===== config.mk =====
export PLATFORM = sky130hd
export DESIGN_NAME = dsp_cpu_datapath
export DESIGN_NICKNAME = d
export VERILOG_FILES = /design/src/common/dsp_datapath_pkg.sv /design/src/rtl/aux_addr_unit.sv /design/src/rtl/dsp_cpu_datapath.sv
export VERILOG_INCLUDE_DIRS = /design/src /design/src/common
export SDC_FILE = /design/constraint.sdc
export NUM_CORES = 2
export LEC_CHECK = 0
export ABC_AREA = 1
export BUFFER_PORTS_ARGS = -buffer_cell sky130_fd_sc_hd__buf_2
export CAP_MARGIN = 25
export CORE_MARGIN = 3
export CORE_UTILIZATION = 51
export DETAILED_ROUTE_END_ITERATION = 12
export PLACE_DENSITY = 0.72
export SYNTH_ARGS = -nofsm -noshare
export SYNTH_HDL_FRONTEND = slang
export SYNTH_SLANG_ARGS = --single-unit

===== constraint.sdc =====
create_clock -name clock -period 7.2 [get_ports clock]
set_input_delay 1.44 -clock clock [delete_from_list [all_inputs] [get_ports clock]]
set_output_delay 1.44 -clock clock [all_outputs]
set_load 0.05 [all_outputs]

===== src/common/dsp_datapath_regs.svh =====
// Constants of the fixed-point datapath: reset values, field positions, encodings
`ifndef DSP_DATAPATH_REGS_SVH
`define DSP_DATAPATH_REGS_SVH
`define ACC_RESET        32'h0000_0000
`define PROD_RESET       32'h0000_0000
`define MCAND_RESET      16'h0000
`define AUX_RESET        16'h0000
`define PTR_RESET        3'h0
`define ACC_HIGH_MSB     31
`define ACC_HIGH_LSB     16
`define ACC_LOW_MSB      15
`define ACC_LOW_LSB      0
`define IN_SHIFT_MAX     5'h10
`define OUT_SHIFT_MAX    3'h7
`define PSHIFT_NONE      2'h0
`define PSHIFT_LEFT1     2'h1
`define PSHIFT_LEFT4     2'h2
`define PSHIFT_RIGHT6    2'h3
`define MULT_LATENCY     1
`endif


===== src/common/dsp_datapath_pkg.sv =====
// Types shared by the datapath modules
package dsp_datapath_pkg;
    typedef enum logic [2:0] {
        ALU_PASS, ALU_ADD, ALU_SUB, ALU_AND, ALU_OR, ALU_XOR, ALU_HOLD
    } alu_op_t;
    typedef enum logic [1:0] {
        SRC_DATA, SRC_IMM, SRC_PROD
    } operand_src_t;
    typedef enum logic [1:0] {
        AUX_NONE, AUX_INC, AUX_DEC, AUX_LOAD
    } aux_op_t;
endpackage


===== src/rtl/aux_addr_unit.sv =====
// Auxiliary address registers and their address arithmetic unit
`timescale 1ns/1ns
`include "dsp_datapath_regs.svh"
module aux_addr_unit
#(
    parameter int NUM_REGS = 8
)
(
    input  wire logic                   clock,
    input  wire logic                   rst_sync_n,
    input  wire logic                   clk_en,
    input  wire logic                   sync_clear,
    input  wire logic [2:0]             aux_pointer_select,
    input  wire dsp_datapath_pkg::aux_op_t aux_op,
    input  wire logic [15:0]            aux_load_value,
    output logic      [15:0]            current_value,
    output logic      [15:0]            indirect_addr
);
    logic [15:0] aux_reg  [NUM_REGS];
    logic [15:0] aux_next [NUM_REGS];

    assign current_value = aux_reg[aux_pointer_select];
    // Address goes out before any post-modify, as indirect access expects
    assign indirect_addr = aux_reg[aux_pointer_select];

    always_comb
    begin
        for (int i = 0; i < NUM_REGS; i++)
        begin
            aux_next[i] = aux_reg[i];
        end
        if (sync_clear)
        begin
            for (int i = 0; i < NUM_REGS; i++)
            begin
                aux_next[i] = `AUX_RESET;
            end
        end
        else
        begin
            unique case (aux_op)
                dsp_datapath_pkg::AUX_NONE: ;
                dsp_datapath_pkg::AUX_INC:
                    aux_next[aux_pointer_select] = aux_reg[aux_pointer_select] + 16'h0001;
                dsp_datapath_pkg::AUX_DEC:
                    aux_next[aux_pointer_select] = aux_reg[aux_pointer_select] - 16'h0001;
                dsp_datapath_pkg::AUX_LOAD:
                    aux_next[aux_pointer_select] = aux_load_value;
            endcase
        end
    end

    always_ff @(posedge clock or negedge rst_sync_n)
    begin
        if (!rst_sync_n)
        begin
            for (int i = 0; i < NUM_REGS; i++)
            begin
                aux_reg[i] <= `AUX_RESET;
            end
        end
        else if (clk_en)
        begin
            for (int i = 0; i < NUM_REGS; i++)
            begin
                aux_reg[i] <= aux_next[i];
            end
        end
    end

    a_aux_load_takes: assert property (@(posedge clock) disable iff (!rst_sync_n)
        clk_en && !sync_clear && aux_op == dsp_datapath_pkg::AUX_LOAD
        |=> aux_reg[$past(aux_pointer_select)] == $past(aux_load_value))
        else $error("Auxiliary register load lost");
    // Post-increment must land on the register whose old value went out as address
    a_aux_addr_select: assert property (@(posedge clock) disable iff (!rst_sync_n)
        clk_en && !sync_clear && aux_op == dsp_datapath_pkg::AUX_INC
        |=> aux_reg[$past(aux_pointer_select)] == $past(indirect_addr) + 16'h0001)
        else $error("Indirect address not from selected register");
endmodule


===== src/rtl/dsp_cpu_datapath.sv =====
// Fixed-point CPU datapath: arithmetic unit, accumulator, shifters, multiplier
// Contract
// - Arithmetic unit works on 32-bit two's complement
// - Operand: data word, immediate, or product
// - Arithmetic unit also does Boolean logic
// - Accumulator captures result, feeds back operand
// - 32-bit accumulator, halves stored separately
// - Input shifter shifts left zero to sixteen
// - Output shifter left 0-7, accumulator untouched
// - Product shifter: none, left1, left4, right6
// - Signed 16x16 multiply, full 32-bit result
// - Multiplicand register operand; result into product register
// - Multiply completes in one cycle
// - Address unit gives indirect data address
// - Eight auxiliary registers, loadable and storable
// - 3-bit pointer selects auxiliary register
// - Input shift zero-fills low, sign-extends optionally
// - Shift select codes 00,01,10,11 mapped
// - Right six always sign-extends; product kept
// - Unsigned multiply treats both operands unsigned
`timescale 1ns/1ns
`include "dsp_datapath_regs.svh"
module dsp_cpu_datapath
(
    input  wire logic                        clock,
    input  wire logic                        rst_n,
    input  wire logic                        clk_en,
    input  wire logic                        sync_clear,
    input  wire logic [15:0]                 data_read_bus,
    input  wire logic [15:0]                 prog_read_bus,
    input  wire dsp_datapath_pkg::operand_src_t operand_src,
    input  wire dsp_datapath_pkg::alu_op_t   alu_op,
    input  wire logic [4:0]                  in_shift_count,
    input  wire logic                        sign_extend_enable,
    input  wire logic [1:0]                  product_shift_select,
    input  wire logic [2:0]                  out_shift_count,
    input  wire logic                        load_multiplicand,
    input  wire logic                        multiply_en,
    input  wire logic                        mult_use_imm,
    input  wire logic                        unsigned_multiply_op,
    input  wire logic [2:0]                  aux_pointer_select,
    input  wire dsp_datapath_pkg::aux_op_t   aux_op,
    input  wire logic                        aux_load_from_imm,
    output logic      [31:0]                 accumulator,
    output logic      [31:0]                 product_reg,
    output logic      [15:0]                 multiplicand_reg,
    output logic      [15:0]                 acc_high_store,
    output logic      [15:0]                 acc_low_store,
    output logic      [15:0]                 aux_store,
    output logic      [15:0]                 data_addr
);
    logic        rst_meta_reg;
    logic        rst_sync_reg;
    logic [31:0] acc_reg;
    logic [31:0] acc_next;
    logic [31:0] prod_reg;
    logic [31:0] prod_next;
    logic [15:0] mcand_reg;
    logic [15:0] mcand_next;
    logic [15:0] high_store_reg;
    logic [15:0] high_store_next;
    logic [15:0] low_store_reg;
    logic [15:0] low_store_next;
    logic [15:0] aux_store_reg;
    logic [15:0] aux_store_next;
    logic [15:0] addr_reg;
    logic [15:0] addr_next;
    logic [15:0] aux_current;
    logic [15:0] aux_addr;
    logic [31:0] scaled_in;
    logic [31:0] scaled_prod;
    logic [31:0] operand;
    logic [31:0] alu_result;
    logic [31:0] out_shifted;
    logic [15:0] mult_b;
    logic [31:0] mult_result;

    // Reset release through two flops; assertion stays asynchronous
    always_ff @(posedge clock or negedge rst_n)
    begin
        if (!rst_n)
        begin
            rst_meta_reg <= 1'b0;
            rst_sync_reg <= 1'b0;
        end
        else
        begin
            rst_meta_reg <= 1'b1;
            rst_sync_reg <= rst_meta_reg;
        end
    end

    // Counts above sixteen saturate rather than wrap to a small shift
    function automatic logic [31:0] in_shift(input logic [15:0] value,
                                             input logic [4:0]  count,
                                             input logic        sx);
        logic [31:0] ext;
        logic [4:0]  n;
        ext = sx ? {{16{value[15]}}, value} : {16'h0000, value};
        n   = (count > `IN_SHIFT_MAX) ? `IN_SHIFT_MAX : count;
        return ext << n;
    endfunction

    function automatic logic [31:0] prod_shift(input logic [31:0] p,
                                               input logic [1:0]  mode);
        logic [31:0] r;
        r = p;
        unique case (mode)
            `PSHIFT_NONE:   r = p;
            `PSHIFT_LEFT1:  r = p << 1;
            `PSHIFT_LEFT4:  r = p << 4;
            `PSHIFT_RIGHT6: r = $signed(p) >>> 6;
        endcase
        return r;
    endfunction

    assign scaled_in   = in_shift(operand_src == dsp_datapath_pkg::SRC_IMM ?
                                  prog_read_bus : data_read_bus,
                                  in_shift_count, sign_extend_enable);
    assign scaled_prod = prod_shift(prod_reg, product_shift_select);
    assign operand     = (operand_src == dsp_datapath_pkg::SRC_PROD) ? scaled_prod : scaled_in;
    assign out_shifted = acc_reg << out_shift_count;
    assign mult_b      = mult_use_imm ? prog_read_bus : data_read_bus;

    // Both operands widened to 33 bits so one signed multiplier serves both forms
    always_comb
    begin
        logic signed [32:0] a33;
        logic signed [32:0] b33;
        logic signed [65:0] full;
        a33 = unsigned_multiply_op ? $signed({17'h00000, mcand_reg})
                                   : $signed({{17{mcand_reg[15]}}, mcand_reg});
        b33 = unsigned_multiply_op ? $signed({17'h00000, mult_b})
                                   : $signed({{17{mult_b[15]}}, mult_b});
        full = a33 * b33;
        mult_result = full[31:0];
    end

    always_comb
    begin
        unique case (alu_op)
            dsp_datapath_pkg::ALU_PASS: alu_result = operand;
            dsp_datapath_pkg::ALU_ADD:  alu_result = acc_reg + operand;
            dsp_datapath_pkg::ALU_SUB:  alu_result = acc_reg - operand;
            dsp_datapath_pkg::ALU_AND:  alu_result = acc_reg & operand;
            dsp_datapath_pkg::ALU_OR:   alu_result = acc_reg | operand;
            dsp_datapath_pkg::ALU_XOR:  alu_result = acc_reg ^ operand;
            default:                    alu_result = acc_reg;
        endcase
    end

    always_comb
    begin
        acc_next        = alu_result;
        prod_next       = multiply_en ? mult_result : prod_reg;
        mcand_next      = load_multiplicand ? data_read_bus : mcand_reg;
        high_store_next = out_shifted[`ACC_HIGH_MSB:`ACC_HIGH_LSB];
        low_store_next  = out_shifted[`ACC_LOW_MSB:`ACC_LOW_LSB];
        aux_store_next  = aux_current;
        addr_next       = aux_addr;
        if (sync_clear)
        begin
            acc_next   = `ACC_RESET;
            prod_next  = `PROD_RESET;
            mcand_next = `MCAND_RESET;
        end
    end

    always_ff @(posedge clock or negedge rst_sync_reg)
    begin
        if (!rst_sync_reg)
        begin
            acc_reg        <= `ACC_RESET;
            prod_reg       <= `PROD_RESET;
            mcand_reg      <= `MCAND_RESET;
            high_store_reg <= 16'h0000;
            low_store_reg  <= 16'h0000;
            aux_store_reg  <= `AUX_RESET;
            addr_reg       <= `AUX_RESET;
        end
        else if (clk_en)
        begin
            acc_reg        <= acc_next;
            prod_reg       <= prod_next;
            mcand_reg      <= mcand_next;
            high_store_reg <= high_store_next;
            low_store_reg  <= low_store_next;
            aux_store_reg  <= aux_store_next;
            addr_reg       <= addr_next;
        end
    end

    aux_addr_unit #(
        .NUM_REGS (8)
    ) u_aux (
        .clock              (clock),
        .rst_sync_n         (rst_sync_reg),
        .clk_en             (clk_en),
        .sync_clear         (sync_clear),
        .aux_pointer_select (aux_pointer_select),
        .aux_op             (aux_op),
        .aux_load_value     (aux_load_from_imm ? prog_read_bus : data_read_bus),
        .current_value      (aux_current),
        .indirect_addr      (aux_addr)
    );

    assign accumulator      = acc_reg;
    assign product_reg      = prod_reg;
    assign multiplicand_reg = mcand_reg;
    assign acc_high_store   = high_store_reg;
    assign acc_low_store    = low_store_reg;
    assign aux_store        = aux_store_reg;
    assign data_addr        = addr_reg;

    a_acc_add_result: assert property (@(posedge clock) disable iff (!rst_sync_reg)
        clk_en && !sync_clear && alu_op == dsp_datapath_pkg::ALU_ADD
        |=> acc_reg == $past(acc_reg) + $past(operand))
        else $error("Accumulator add wrong");
    a_logic_and_result: assert property (@(posedge clock) disable iff (!rst_sync_reg)
        clk_en && !sync_clear && alu_op == dsp_datapath_pkg::ALU_AND
        |=> acc_reg == ($past(acc_reg) & $past(operand)))
        else $error("Accumulator and wrong");
    a_mult_one_cycle: assert property (@(posedge clock) disable iff (!rst_sync_reg)
        clk_en && !sync_clear && multiply_en && !unsigned_multiply_op
        |=> $signed(prod_reg) == $signed($past(mcand_reg)) * $signed($past(mult_b)))
        else $error("Signed product wrong");
    a_mult_unsigned: assert property (@(posedge clock) disable iff (!rst_sync_reg)
        clk_en && !sync_clear && multiply_en && unsigned_multiply_op
        |=> prod_reg == {16'h0000, $past(mcand_reg)} * {16'h0000, $past(mult_b)})
        else $error("Unsigned product wrong");
    a_prod_right_six: assert property (@(posedge clock) disable iff (!rst_sync_reg)
        product_shift_select == `PSHIFT_RIGHT6
        |-> scaled_prod[31:26] == {6{prod_reg[31]}})
        else $error("Right shift not sign extended");
    a_prod_kept: assert property (@(posedge clock) disable iff (!rst_sync_reg)
        clk_en && !sync_clear && !multiply_en |=> $stable(prod_reg))
        else $error("Product register changed without multiply");
    a_store_no_change: assert property (@(posedge clock) disable iff (!rst_sync_reg)
        clk_en && !sync_clear && alu_op == dsp_datapath_pkg::ALU_HOLD
        |=> acc_reg == $past(acc_reg)
            && {acc_high_store, acc_low_store} == $past(acc_reg) << $past(out_shift_count))
        else $error("Store halves wrong");
    a_in_shift_fill: assert property (@(posedge clock) disable iff (!rst_sync_reg)
        in_shift_count == 5'h08 && !sign_extend_enable && operand_src == dsp_datapath_pkg::SRC_DATA
        |-> scaled_in == {8'h00, data_read_bus, 8'h00})
        else $error("Input shift wrong");
    a_sync_clear: assert property (@(posedge clock) disable iff (!rst_sync_reg)
        clk_en && sync_clear |=> acc_reg == 32'h0 && prod_reg == 32'h0 && mcand_reg == 16'h0)
        else $error("Synchronous clear failed");

    c_mac: cover property (@(posedge clock) multiply_en ##1 alu_op == dsp_datapath_pkg::ALU_ADD
        && operand_src == dsp_datapath_pkg::SRC_PROD);
    c_unsigned: cover property (@(posedge clock) multiply_en && unsigned_multiply_op);
    c_sign_ext: cover property (@(posedge clock) sign_extend_enable && data_read_bus[15]);
    c_aux_load: cover property (@(posedge clock) aux_op == dsp_datapath_pkg::AUX_LOAD);
endmodule


# ---- Word level (Yosys, flattened, before mapping)
# Index checks and enable logic that the tools add are counted.
dict set report totals {
  reg_bits 258
  word_cells 79
}
dict set report op_classes {
  mul 1
  order_cmp 3
  eq_ne 13
  shift 2
  mux 25
  n_reduce_logical 11
  n_addsub 4
  n_bitwise 4
}
# op n
set ops {}
lappend ops {{128-bit bitwise mux} 3}
lappend ops {{128-bit one-hot mux with 3 select lines} 1}
lappend ops {{32-bit one-hot mux with 6 select lines} 1}
lappend ops {{32-bit two-way mux} 5}
lappend ops {{128-bit two-way mux} 1}
lappend ops {{16-bit two-way mux} 8}
lappend ops {{32-bit one-hot mux with 4 select lines} 1}
lappend ops {{33-bit two-way mux} 2}
lappend ops {{16-bit binary-select mux with 3-bit select} 1}
lappend ops {{16-bit demux with 3-bit select} 1}
lappend ops {{33-bit by 33-bit multiplier with 32-bit output} 1}
lappend ops {{32-bit adder} 1}
lappend ops {{32-bit AND} 1}
lappend ops {{32-bit OR} 1}
lappend ops {{32-bit by 3-bit << shifter with 32-bit output} 1}
lappend ops {{32-bit by 5-bit << shifter with 32-bit output} 1}
lappend ops {{32-bit subtractor} 1}
lappend ops {{32-bit bitwise XOR} 1}
lappend ops {{16-bit by 1-bit adder with 16-bit output (second input constant)} 1}
lappend ops {{16-bit by 1-bit subtractor with 16-bit output (second input constant)} 1}
lappend ops {{2-bit == test (second input constant)} 5}
lappend ops {{2-bit AND reduction} 4}
lappend ops {{7-bit nonzero test} 1}
lappend ops {{2-bit by 1-bit == test with 1-bit output (second input constant)} 3}
lappend ops {{13 further kinds} 16}

# ---- Longest topological paths before layout
dict set report logic_depth {
  word_depth 8
  ltp_mapped 41
}

# ---- Cells and area by module
# A second synthesis with hierarchy kept.
dict set report hier_totals {
  hier_cells 5600
  hier_area_um2 38448.1
}
# mod area_each_um2 n_inst seq_area_each_um2 cells_per_inst
set by_module_without_submodules {}
lappend by_module_without_submodules {dsp_cpu_datapath 26495.4 1 3653.5 3524}
lappend by_module_without_submodules {aux_addr_unit 11952.7 1 3203.1 2076}

# ---- Worst setup path after synthesis
# No wires, ideal clock.
dict set report synth_path {
  kind {input-to-reg}
  start {in mult_use_imm}
  end {reg prod_reg[30] (netlist: product_reg[30])}
  required_time_ns 7.067
  path_stages 33
  path_slack_ns -1.613
  n_path_buf 4
  t_arrival_ns 8.680
  setup_time_ns 0.133
  path_cell_list {buf_2 -> inv_1 -> clkbuf_1 -> clkbuf_1 -> o21ai_1 -> clkbuf_1 -> nor2_1 -> ha_1 -> inv_1 -> fa_1 -> fa_1 -> fa_1 -> inv_1 -> fa_1 -> fa_1 -> fa_1 -> fa_1 -> ha_1 -> nand2_1 -> nor4_1 -> nand3_1 -> nand3_1 -> nand3_1 -> nand2_1 -> nand3_1 -> nand2_1 -> nand2_1 -> inv_1 -> nor2_1 -> nor2_1 -> o21ai_0 -> nand2_1 -> o22ai_1}
}
dict set report synth_between {
  elab_chain_cells 5
}
# item line_no
set synth_rtl {}
lappend synth_rtl {{start, declared} dsp_cpu_datapath.sv:39} ;# input wire logic mult_use_imm,
lappend synth_rtl {{16-bit two-way mux} dsp_cpu_datapath.sv:123} ;# assign mult_b = mult_use_imm ? prog_read_bus : data_read_bus;
lappend synth_rtl {{33-bit two-way mux} dsp_cpu_datapath.sv:133} ;# b33 = unsigned_multiply_op ? $signed({17'h00000, mult_b})
lappend synth_rtl {{33-bit by 33-bit multiplier with 32-bit output} dsp_cpu_datapath.sv:135} ;# full = a33 * b33;
lappend synth_rtl {{32-bit two-way mux} dsp_cpu_datapath.sv:155} ;# prod_next = multiply_en ? mult_result : prod_reg;
lappend synth_rtl {{32-bit two-way mux} dsp_cpu_datapath.sv:161} ;# if (sync_clear)
lappend synth_rtl {{end signal, assigned} dsp_cpu_datapath.sv:174} ;# prod_reg <= `PROD_RESET;
lappend synth_rtl {{end signal, assigned} dsp_cpu_datapath.sv:184} ;# prod_reg <= prod_next;
lappend synth_rtl {{end, declared} dsp_cpu_datapath.sv:56} ;# logic [31:0] prod_reg;
# No other way between the ends. The select of a mux whose other input is x is not followed.
# A chain may end at the register's enable or synchronous reset.

# ---- Worst setup path after layout
# Ends and elaborated chain as after synthesis.

==> results.json <==
{
  "outcome": "finished, violations left",
  "violations": "negative setup slack",
  "clock_path_buffers": 3,
  "ys_seq_area_share_pct": 18.1,
  "timing.fmax_ghz": 0.133,
  "swShare_pct": 50.1,
  "drive_gt1_share_pct": 17.8,
  "finalSetupViolations": 14,
  "routed_wl_mm": 138,
  "grt_setup_unrepaired": "true",
  "synthArstFlopShare_pct": 100,
  "insertion_delay_ns": 0.59,
  "syn_area_per_cell_sq_um": 7.23,
  "synth-seq-cells": 258,
  "grt_antenna_before_repair": 11,
  "finalHoldViolCount": 0,
  "grt_pass1_vias": 35813,
  "io_buffers": 205,
  "critPathMaxFanout": 6,
  "clk_pin_slew_worst_paths_ns": 0.06,
  "design_area_sq_um": 41800,
  "cp.arrival_ns": 8.02,
  "die_y_um": 271,
  "rows": 96,
  "grt_max_degree": 137,
  "place_congestion": 0.981,
  "p_seq_share_pct": 9.6,
  "dr.pass1.iters": 9,
  "clock-sinks": 258,
  "wire_per_inst_um": 22.1,
  "path_class": "primary input to flip-flop",
  "synthFlopType": "dfrtp_1",
  "cts_buffers": 35,
  "crit_path_start_kind": "primary input",
  "layout_common_cells": "947 x nand2_1, 694 x inv_1, 592 x o21ai_0",
  "first_iter_violations": 4547,
  "intPower_w": 0.0101,
  "final_util_pct": 60.7,
  "synth_area_sq_um": 35700,
  "core_area_sq_um": 68900,
  "synth_edf_count": 0,
  "worst_slack_ns": -0.329,
  "synthDistinctLibCells": 62,
  "grt.overflow.total": 0,
  "hp-class": "flip-flop to flip-flop",
  "root_buffer": "clkbuf_16",
  "drv_slew": 0,
  "clockPowerShare_pct": 9.2,
  "drv_cap": 0,
  "finalNetCount": 5931,
  "layout_commonest_cell": "nand2_1",
  "fin_crit_sh_pct": 105,
  "start_util_pct": 51.8,
  "worstMarginPinSlew_ns": 1.17,
  "fillCellCount": 6247,
  "post_dp_cell_area_sq_um": 39900,
  "largest_reg_flops": 128,
  "post-route-drc-count": 0,
  "synth_cells": 4942,
  "required_ns": 7.70,
  "htreeDepth": 2,
  "track_usage_pct": 36.9,
  "slowest_delay_ns": 0.58,
  "finalClockSkew_ns": 0.0280,
  "fin_setup_tns_ns": -2.88,
  "p_per_area_nw_per_um2": 483,
  "final_antenna_net_count": 0,
  "p_leak_nw": 20.8,
  "cts_tree": "built",
  "ir_worst_vdd_mv": 1.04,
  "power_switching_w": 0.0101,
  "maxSlewHeadroom_pct": 21.9,
  "combPwrFrac_pct": 81.3,
  "die_w_um": 271,
  "io_pins": 206,
  "viasPerCell": 6.00,
  "area_growth_pct": 17.1,
  "min_period_ns": 7.53,
  "critPathMostFrequentCell": "fa_1",
  "crit_path_end_kind": "flip-flop",
  "grt_pass1_wl_mm": 211,
  "yosys_warnings": 0,
  "slowest_stage": "fa_2",
  "dp_slack_ns": -1.05,
  "place.detailed.hpwl_mm": 105,
  "num_vias": 37496,
  "die-area_sq_um": 73200,
  "synth_nets": 5581
}
[cell families after synthesis]
| group | synth area share (%) |
|---|---|
| flip-flops | 18.1 |
| AO/OA/AOI/OAI | 18.4 |
| multiplexers | 0.154 |
| buffers and inverters | 11.2 |
| other | 0.0105 |
| XOR/XNOR | 2.69 |
| AND/OR/NAND/NOR | 22.2 |
| adder cells (fa/ha/maj) | 27.3 |
[cell type report]
type / count / area (sq um) / area share [%]
inverters: 746 / 2830 / 6.77
repair buffers: 584 / 4080 / 9.76
flip-flops and latches: 258 / 6460 / 15.4
diodes: 6 / 15.0 / 0.0359
clock buffers: 47 / 971 / 2.32
well taps: 931 / 1160 / 2.78
multi-input cells: 3666 / 26100 / 62.4
repair inverters: 1 / 8.76 / 0.0209
clock inverters: 14 / 194 / 0.464
[power groups by stage]
stage / Sequential [W] / Combinational [W] / Clock [W]
global placement: 0.00194 / 0.0146 / 0
detailed placement: 0.00194 / 0.0149 / 0
CTS: 0.00192 / 0.0157 / 0.00186
global route: 0.00195 / 0.0180 / 0.00192
floorplan: 0.00235 / 0.00894 / 0
finish: 0.00193 / 0.0164 / 0.00185
[worst paths after layout]
| check | startpoint | endpoint | slack, ns | cells after the start |
|---|---|---|---|---|
| max | mult_use_imm | product_reg[30] | -0.33 | 36 |
| min | rst_meta_reg | rst_sync_reg | 0.35 | 0 |
| max reg2reg | multiplicand_reg[11] | product_reg[30] | 0.11 | 31 |
| min reg2reg | rst_meta_reg | rst_sync_reg | 0.35 | 0 |
| max in group asynchronous | rst_sync_reg | u_aux.aux_reg[108] | 5.21 | 1 |
| min in group asynchronous | rst_sync_reg | data_addr[15] | 0.44 | 0 |
[Yosys cell counts, types with 5 or more instances]
cell type,n,area (sq um)
o31ai_1,7,52.6
o21a_1,18,135
nand2_4,5,56.3
buf_2,34,170
or2_2,52,325
o221ai_1,63,552
o22ai_1,89,557
inv_2,22,82.6
o2111ai_1,22,193
a211oi_1,6,45.0
nand3_2,12,120
clkinv_1,12,45.0
nand3_1,234,1170
buf_1,6,22.5
and2_1,7,43.8
fa_1,335,6710
inv_1,710,2670
xnor2_1,21,184
o211ai_1,31,233
buf_4,22,165
xor2_1,83,727
dfrtp_1,258,6460
buf_6,5,56.3
nand2_2,13,81.3
nor4_1,7,43.8
a221oi_1,24,210
a31oi_1,7,43.8
nor3_1,10,50.1
o21ai_0,606,3030
ha_1,242,3030
clkbuf_1,205,769
nor2_2,10,62.6
nor2_1,394,1480
nor2_4,7,78.8
nand4_1,92,576
o21ai_1,67,335
nand3b_1,8,60.1
a21oi_1,165,826
a22oi_1,13,97.6
nand4_2,7,87.6
nand2_1,964,3620
[layer usage]
metal  part of all wire (%)  track usage [%]  up-vias
met3                     12             9.67      484
met1                     40             49.5    17882
li1                       -                -    16897
met2                     43             55.8     2225
met5                  0.034                0        -
met4                    5.7             16.9        8
[per-stage QoR]
stage               std cells  total power (W)  hold slack [ns]
floorplan                4942           0.0113            0.331
global placement         6153           0.0165            0.335
detailed placement       6155           0.0168            0.336
CTS                      6239           0.0194            0.350
global route             6253           0.0218            0.359
finish                   6253           0.0202            0.347
[critical path, delay by kind of cell]
kind,cells,cell delay (ns)
buf+inv,10,0.88
simple gates,11,0.73
compound gates,6,0.75
fa+ha+maj,9,4.21
[repair_timing]
| item | 4_1_cts | 5_1_grt |
|---|---|---|
| endpoints found under the setup margin | 16 | 19 |
| gates cloned | 1 | 1 |
| buffers inserted | 22 | 3 |
| pin swaps | 53 | 25 |
| resized for setup | 74 | 47 |
| hold buffers | 0 | 0 |
(Power assumes the default switching activity.)
